<file path="src/include/aoc_pkg.sv">
// package: constants and types shared by the converter output control ends
package aoc_pkg;
   // multilevel pin inputs are carried as a 2-bit quantised level
   typedef enum logic [1:0] {
      AOC_LVL_GND   = 2'h0,                 // ground, the pulled-down default
      AOC_LVL_THIRD = 2'h1,                 // one third of the rail
      AOC_LVL_TWO3  = 2'h2,                 // two thirds of the rail
      AOC_LVL_TOP   = 2'h3                  // top rail
   } aoc_level_t;

   typedef enum logic [1:0] {
      AOC_PWR_NORMAL  = 2'h0,
      AOC_PWR_STANDBY = 2'h1,
      AOC_PWR_DOWN    = 2'h2
   } aoc_pwr_t;

   localparam int unsigned DATA_W       = 12;
   localparam int unsigned PIPE_DEPTH   = 8;       // sample clocks from sample to output
   localparam int unsigned CLK_HZ       = 20000000;
   localparam int unsigned WAKE_US      = 3000;    // 3 ms restore after power-down
   localparam int unsigned WAKE_CYC     = (WAKE_US * (CLK_HZ / 1000000));
   localparam int unsigned RELOCK_CYC   = 100;     // stabilizer relock after rate change
   localparam logic [DATA_W-1:0] DATA_RST = 12'h000;
   localparam logic [DATA_W-1:0] MSB_MASK = 12'h800;
endpackage : aoc_pkg

</file>
<file path="src/include/aoc_if.sv">
// interface: parallel sample bus and strap lines between converter and receiver
`timescale 1ns/100ps
interface aoc_if;
   logic [11:0] data_o;      // sample word, valid when data_oe_n low
   logic [11:0] data_oe_n;   // per-bit output enable, low drives
   logic        range_exceeded_flag;
   logic        flag_oe_n;
   logic [1:0]  range_power_select;
   logic [1:0]  power_state_select;
   logic [1:0]  format_select;
   logic        gray_select;
   logic        output_release;
   logic        rate_change;  // receiver signals it changed the sample clock rate

   modport dev (output data_o, data_oe_n, range_exceeded_flag, flag_oe_n,
                input range_power_select, power_state_select, format_select,
                gray_select, output_release, rate_change);
   modport rcv (input data_o, data_oe_n, range_exceeded_flag, flag_oe_n,
                output range_power_select, power_state_select, format_select,
                gray_select, output_release, rate_change);
endinterface : aoc_if

</file>
<file path="src/hdl/aoc_dev.sv">
// converter end: strap decode, output pipeline, coding, flag and drive control
`timescale 1ns/100ps
module aoc_dev (
   input  wire logic        clk_i,          // sample clock
   input  wire logic        rst_n_i,        // async reset, active low
   input  wire logic [11:0] sample_i,       // raw offset binary code from the core
   input  wire logic        over_i,         // core saw input beyond range
   output logic             span_two_o,     // span factor 2 selected
   output logic             scaling_on_o,   // power scaling enabled
   output logic             core_run_o,     // reference, bias, clock running
   output logic             stab_on_o,      // duty stabilizer enabled
   output logic             ready_o,        // wake and relock intervals elapsed
   aoc_if.dev               bus             // pin side
);
   ////////////////////////////////////////////////////////////////////////////
   function automatic logic [11:0] aoc_to_gray(input logic [11:0] b);
      aoc_to_gray = b ^ {1'b0, b[11:1]};
   endfunction

   // both middle levels switch the same feature on for two different pins
   function automatic logic aoc_mid_level(input aoc_pkg::aoc_level_t l);
      aoc_mid_level = (l == aoc_pkg::AOC_LVL_TWO3) || (l == aoc_pkg::AOC_LVL_THIRD);
   endfunction

   aoc_pkg::aoc_level_t rng_l, pwr_l, fmt_l;
   aoc_pkg::aoc_pwr_t   pwr_mode;
   logic                twos_sel;

   // missing strap sources arrive as ground, matching the internal pull-downs
   always_comb begin
      rng_l = aoc_pkg::aoc_level_t'(bus.range_power_select);
      pwr_l = aoc_pkg::aoc_level_t'(bus.power_state_select);
      fmt_l = aoc_pkg::aoc_level_t'(bus.format_select);
      span_two_o   = (rng_l == aoc_pkg::AOC_LVL_GND) || (rng_l == aoc_pkg::AOC_LVL_THIRD);
      scaling_on_o = aoc_mid_level(rng_l);
      case (pwr_l)
         aoc_pkg::AOC_LVL_TOP:   pwr_mode = aoc_pkg::AOC_PWR_DOWN;
         aoc_pkg::AOC_LVL_THIRD: pwr_mode = aoc_pkg::AOC_PWR_STANDBY;
         default:                pwr_mode = aoc_pkg::AOC_PWR_NORMAL;
      endcase
      twos_sel  = (fmt_l == aoc_pkg::AOC_LVL_TOP) || (fmt_l == aoc_pkg::AOC_LVL_TWO3);
      stab_on_o = aoc_mid_level(fmt_l) && (pwr_mode != aoc_pkg::AOC_PWR_DOWN);
      core_run_o = (pwr_mode != aoc_pkg::AOC_PWR_DOWN);
   end

   ////////////////////////////////////////////////////////////////////////////
   // coding applied at the pipe input so every stage holds the final word
   logic [11:0] coded;
   always_comb begin
      if (bus.gray_select)
         coded = aoc_to_gray(sample_i);
      else if (twos_sel)
         coded = sample_i ^ aoc_pkg::MSB_MASK;
      else
         coded = sample_i;
   end

   logic [11:0] pipe_q [aoc_pkg::PIPE_DEPTH];
   logic [11:0] pipe_d [aoc_pkg::PIPE_DEPTH];
   logic [aoc_pkg::PIPE_DEPTH-1:0] flag_q, flag_d;
   always_comb begin
      pipe_d[0] = coded;
      flag_d[0] = over_i;
      for (int i = 1; i < aoc_pkg::PIPE_DEPTH; i++) begin
         pipe_d[i] = pipe_q[i-1];
         flag_d[i] = flag_q[i-1];
      end
   end
   always_ff @(posedge clk_i or negedge rst_n_i) begin
      if (!rst_n_i) begin
         for (int i = 0; i < aoc_pkg::PIPE_DEPTH; i++)
            pipe_q[i] <= aoc_pkg::DATA_RST;
         flag_q <= '0;
      end else begin
         pipe_q <= pipe_d;
         flag_q <= flag_d;
      end
   end

   ////////////////////////////////////////////////////////////////////////////
   // power sequencing: full 3 ms wake after power-down; relock after a rate
   // change or the stabilizer being turned on. the worst case is always
   // waited, trading speed for never presenting a word too early.
   typedef enum logic [1:0] {
      AOC_ST_RUN  = 2'h0,                   // converting, words trusted
      AOC_ST_DOWN = 2'h1,                   // core stopped, counter held full
      AOC_ST_WAKE = 2'h2,                   // reference recharging
      AOC_ST_LOCK = 2'h3                    // stabilizer reacquiring the clock
   } aoc_seq_t;

   aoc_seq_t    seq_q, seq_d;
   logic [16:0] wait_q, wait_d;
   logic        stab_was_q;
   logic        down_req;
   logic        relock_req;

   assign down_req   = (pwr_mode == aoc_pkg::AOC_PWR_DOWN);
   assign relock_req = bus.rate_change || (stab_on_o && !stab_was_q);

   always_comb begin
      seq_d  = seq_q;
      wait_d = wait_q;
      case (seq_q)
         AOC_ST_RUN: begin
            if (down_req) begin
               seq_d  = AOC_ST_DOWN;
               wait_d = 17'(aoc_pkg::WAKE_CYC);
            end else if (relock_req) begin
               seq_d  = AOC_ST_LOCK;
               wait_d = 17'(aoc_pkg::RELOCK_CYC);
            end
         end

         AOC_ST_DOWN: begin
            // the exit edge already counts, keeping step with the receiver
            if (down_req) begin
               wait_d = 17'(aoc_pkg::WAKE_CYC);
            end else begin
               seq_d  = AOC_ST_WAKE;
               wait_d = wait_q - 17'h00001;
            end
         end

         AOC_ST_WAKE: begin
            if (down_req) begin
               seq_d  = AOC_ST_DOWN;
               wait_d = 17'(aoc_pkg::WAKE_CYC);
            end else if (relock_req && (wait_q < 17'(aoc_pkg::RELOCK_CYC))) begin
               wait_d = 17'(aoc_pkg::RELOCK_CYC);
            end else if (wait_q == 17'h00000) begin
               seq_d  = AOC_ST_RUN;
            end else begin
               wait_d = wait_q - 17'h00001;
            end
         end

         // a rate that keeps moving holds the counter full until it stops
         AOC_ST_LOCK: begin
            if (down_req) begin
               seq_d  = AOC_ST_DOWN;
               wait_d = 17'(aoc_pkg::WAKE_CYC);
            end else if (relock_req) begin
               wait_d = 17'(aoc_pkg::RELOCK_CYC);
            end else if (wait_q == 17'h00000) begin
               seq_d  = AOC_ST_RUN;
            end else begin
               wait_d = wait_q - 17'h00001;
            end
         end

         // an unknown code restarts the full wake rather than risk early words
         default: begin
            seq_d  = AOC_ST_WAKE;
            wait_d = 17'(aoc_pkg::WAKE_CYC);
         end
      endcase
   end

   always_ff @(posedge clk_i or negedge rst_n_i) begin
      if (!rst_n_i) begin
         seq_q      <= AOC_ST_WAKE;
         wait_q     <= 17'(aoc_pkg::WAKE_CYC);
         stab_was_q <= 1'b0;
      end else begin
         seq_q      <= seq_d;
         wait_q     <= wait_d;
         stab_was_q <= stab_on_o;
      end
   end
   assign ready_o = (seq_q == AOC_ST_RUN);

   ////////////////////////////////////////////////////////////////////////////
   // standby and power-down float the pins but leave the pipe running; it keeps flowing so
   // the first driven word after a release is already a current sample
   logic drive;
   assign drive = !bus.output_release && (pwr_mode == aoc_pkg::AOC_PWR_NORMAL);
   assign bus.data_o              = pipe_q[aoc_pkg::PIPE_DEPTH-1];
   assign bus.range_exceeded_flag = flag_q[aoc_pkg::PIPE_DEPTH-1];
   for (genvar g = 0; g < aoc_pkg::DATA_W; g++) begin : g_oe
      assign bus.data_oe_n[g] = !drive;
   end
   assign bus.flag_oe_n           = !drive;
endmodule // aoc_dev

</file>
<file path="src/flat_wrapper.sv">
// flat-port wrapper written by rule: the top's interface ports become plain ports
module aoc_dev_flat 
  (clk_i, rst_n_i, sample_i, over_i, span_two_o, scaling_on_o, core_run_o, stab_on_o, ready_o, bus_data_o, bus_data_oe_n, bus_range_exceeded_flag, bus_flag_oe_n, bus_range_power_select, bus_power_state_select, bus_format_select, bus_gray_select, bus_output_release, bus_rate_change);
  aoc_if bus_i ();
  input  wire logic clk_i;
  input  wire logic rst_n_i;
  input  wire logic [11:0] sample_i;
  input  wire logic over_i;
  output logic span_two_o;
  output logic scaling_on_o;
  output logic core_run_o;
  output logic stab_on_o;
  output logic ready_o;
  output wire logic [$bits(bus_i.data_o)-1:0] bus_data_o;
  output wire logic [$bits(bus_i.data_oe_n)-1:0] bus_data_oe_n;
  output wire logic [$bits(bus_i.range_exceeded_flag)-1:0] bus_range_exceeded_flag;
  output wire logic [$bits(bus_i.flag_oe_n)-1:0] bus_flag_oe_n;
  input wire logic [$bits(bus_i.range_power_select)-1:0] bus_range_power_select;
  input wire logic [$bits(bus_i.power_state_select)-1:0] bus_power_state_select;
  input wire logic [$bits(bus_i.format_select)-1:0] bus_format_select;
  input wire logic [$bits(bus_i.gray_select)-1:0] bus_gray_select;
  input wire logic [$bits(bus_i.output_release)-1:0] bus_output_release;
  input wire logic [$bits(bus_i.rate_change)-1:0] bus_rate_change;
  assign bus_data_o = bus_i.data_o;
  assign bus_data_oe_n = bus_i.data_oe_n;
  assign bus_range_exceeded_flag = bus_i.range_exceeded_flag;
  assign bus_flag_oe_n = bus_i.flag_oe_n;
  assign bus_i.range_power_select = bus_range_power_select;
  assign bus_i.power_state_select = bus_power_state_select;
  assign bus_i.format_select = bus_format_select;
  assign bus_i.gray_select = bus_gray_select;
  assign bus_i.output_release = bus_output_release;
  assign bus_i.rate_change = bus_rate_change;
  aoc_dev u_core (.clk_i(clk_i), .rst_n_i(rst_n_i), .sample_i(sample_i), .over_i(over_i), .span_two_o(span_two_o), .scaling_on_o(scaling_on_o), .core_run_o(core_run_o), .stab_on_o(stab_on_o), .ready_o(ready_o), .bus(bus_i));
endmodule
</file>
<file path="config.mk">
export PLATFORM = sky130hd
export DESIGN_NAME = aoc_dev_flat
export DESIGN_NICKNAME = d
export VERILOG_FILES = /design/src/include/aoc_pkg.sv /design/src/include/aoc_if.sv /design/src/hdl/aoc_dev.sv /design/src/flat_wrapper.sv
export SDC_FILE = /design/constraint.sdc
export NUM_CORES = 1
export LEC_CHECK = 0
export ABC_CLOCK_PERIOD_IN_PS = 2800
export BUFFER_PORTS_ARGS = -buffer_cell sky130_fd_sc_hd__buf_2
export CAP_MARGIN = 0
export CORE_UTILIZATION = 25
export DETAILED_ROUTE_END_ITERATION = 12
export SYNTH_ARGS = -nofsm -noshare
export SYNTH_HDL_FRONTEND = slang
export SYNTH_SLANG_ARGS = --single-unit
</file>
<file path="constraint.sdc">
create_clock -name clk_i -period 2.8 [get_ports clk_i]
set_input_delay 0.14 -clock clk_i [delete_from_list [all_inputs] [get_ports clk_i]]
set_output_delay 0.14 -clock clk_i [all_outputs]
set_load 0.005 [all_outputs]
</file>
==> results_dict.tcl <==
set metrics [dict create \
    num_antenna_cells 0 \
    fin_util_pct 32.9 \
    finalCritPeriodShare_pct 85.2 \
    synth_edf_count 0 \
    drtIter0Drc 151 \
    die_y_um 133 \
    layout_common_cells "116 x dfrtp_1, 53 x buf_2, 25 x nand2_1" \
    ios 55 \
    dp.cells 564 \
    layout_setup_ws_ps 414 \
    cap_viol_max_count 0 \
    die_w_um 133 \
    worstSetupPathType "flop to flop" \
    crit_slowest_cell "or4_1" \
    grt_pass1_wl_um 12400 \
    fin_cells 614 \
    leakage_nw 2.41 \
    total_power_mw 4.81 \
    final_common_cell "dfrtp_1" \
    powerDensity_nw_per_um2 874 \
    end_kind "flop" \
    place_ws_ps 424 \
    drc_errors 0 \
    n_fill_cell 1695 \
    synthArstFlopShare_pct 100 \
    core_sq_um 16700 \
    path_buf_inv 1 \
    cts_resized 0 \
    hold_violations 0 \
    synth.distinct_cells 55 \
    grt_overflow_total 0 \
    setup_viol 0 \
    synthFlopType "dfrtp_1" \
    stdcell_area_sq_um 5500 \
    grt_pass1_vias 2599 \
    critPathLaunchType "flop" \
    dp_hpwl_um 4700 \
    drive_above_1_share_pct 27.9 \
    vias_per_cell 4.02 \
    num_rows 47 \
    post-cts-setup-buffers 0 \
    grt_usage_pct 9.26 \
    yosysSeqAreaShare_pct 72.1 \
    cts.root.buffer_cell "clkbuf_16" \
    ys_warn_count 0 \
    firstDrtPassIters 4 \
    dieArea_sq_um 17800 \
    slew_headroom_pct 52.6 \
    insertion_delay_ps 410 \
    worst_hold_slack_ps 52.4 \
    cts_tree "built" \
    io_buffers 54 \
    synthCells 310 \
    cp_top_family "simple AND/OR/NAND/NOR gates" \
    clockBufferDepth 2 \
    crit_chain "inv_1 > ha_1 > nor3b_2 > nand4_1 > or3_1 > or4_1 > a21oi_1 > nor3_1" \
    multiInputGateArea_sq_um 1030 \
    slew_violations 0 \
    cts_htree_levels 4 \
    clock_sinks 124 \
    syn_avg_cell_area_sq_um 13.9 \
    ys_seq_elements 124 \
    regArea_sq_um 3110 \
    routed_wl_um 7220 \
    worst_slew_pin_slew_ps 704 \
    status "finished clean" \
    min_path_type "primary input to flop" \
    worstPathRequired_ps 3090 \
    syn_to_final_growth_pct 27.4 \
    rsz0062_at_grt "no" \
    place.gp.congestion 0.778 \
    wl_per_cell_um 11.8 \
    finalWorstPathRequiredPeriod_ps 2390 \
    path_clk_slew_ps 60 \
    syn-cell-area_sq_um 4320 \
    fin_nets 410 \
    fin_setup_tns_ps 0 \
    detail-route-antenna-nets 0 \
    synth_nets 339 \
    cts_hold_buf 18 \
    place_area_sq_um 4740 \
    worstPathArrival_ps 2680 \
    slowest_delay_ps 430 \
    path_max_fanout 5 \
    numCtsBuffers 17 \
    vias 2468 \
    grt_start_max_net_pins 56 \
    antenna_found_initial 0 \
    skew_ps 8.34 \
    ir_drop_uv 439 \
    max_freq_mhz 419 \
    start_util_pct 25.8 \
]
-- synthesized netlist by cell type (all sizes together), types with 2 or more instances --
master / instances / area share (%)
a211o: 3 / 0.61
a211oi: 3 / 0.52
a21o: 4 / 0.72
a21oi: 10 / 1.2
buf: 17 / 3.0
clkbuf: 4 / 0.35
dfrtp: 116 / 67
dfstp: 8 / 4.9
ha: 5 / 1.4
inv: 6 / 0.52
nand2: 25 / 2.2
nand2b: 3 / 0.43
nand3: 3 / 0.35
nand4: 3 / 0.43
nor2: 20 / 2.0
nor3: 14 / 1.9
nor3b: 3 / 0.64
nor4: 3 / 0.58
o211ai: 3 / 0.64
o21ai: 13 / 1.6
o22ai: 2 / 0.29
o311ai: 2 / 0.58
o31ai: 2 / 0.35
or2: 4 / 0.58
or3: 2 / 0.29
or4: 3 / 0.52
xnor2: 12 / 2.4
xor2: 3 / 0.61
-- where the power goes --
group | internal [mW] | leakage, nW | switching (mW)
logic | 0.250 | 0.674 | 0.284
registers | 2.03 | 1.45 | 0.164
clock network | 1.36 | 0.282 | 0.718
-- kinds of logic (layout without fill, tap and decap cells) --
| logic type | Yosys count | count (layout) | synth area share (%) |
|---|---|---|---|
| flops | 124 | 124 | 72.1 |
| simple gates | 87 | 87 | 10.6 |
| compound gates | 50 | 50 | 8.49 |
| buf+inv | 28 | 112 | 4.09 |
| xor+xnor | 15 | 15 | 3.04 |
| fa+ha+maj | 5 | 5 | 1.45 |
| mux | 1 | 1 | 0.232 |
-- per-layer routing --
metal	track usage (%)	vias to the layer above	wire length, um
met5	0	-	0
met4	5.74	0	174
met3	3.73	13	397
met2	14.5	82	3410
met1	10.6	1178	3230
li1	-	1195	-
-- worst min-delay path, cell delays in order --
cell,delay [ps]
buf_2,90
ha_1,130
nor2_1,50
-- cell type report --
| type | count | share of cell area, % |
|---|---|---|
| repair buffers | 74 | 8.74 |
| inverters | 6 | 0.410 |
| well taps | 220 | 5.01 |
| flip-flops and latches | 124 | 56.6 |
| multi-input cells | 158 | 18.7 |
| clock inverters | 6 | 1.09 |
| clock buffers | 26 | 9.44 |
-- final timing paths --
kind                       depth (start not counted)           endpoint  slack [ps]            startpoint
max                                                8   u_core.wait_q[2]         410      u_core.wait_q[0]
min                                                3  u_core.stab_was_q          50  bus_format_select[1]
max reg2reg                                        8   u_core.wait_q[2]         410      u_core.wait_q[0]
min reg2reg                                        0  u_core.pipe_d[51]         340     u_core.pipe_d[63]
max in group asynchronous                          3  u_core.wait_q[15]        1730               rst_n_i
min in group asynchronous                          2   u_core.flag_q[7]         310               rst_n_i
-- state kept, by name, indices dropped and copies added, names as in the netlist --
register,count
u_core.flag_q,8
u_core.seq_q,2
u_core.bus.data_o,12
u_core.stab_was_q,1
u_core.pipe_d,84
u_core.wait_q,17
Power figures use the tool's default switching activity.
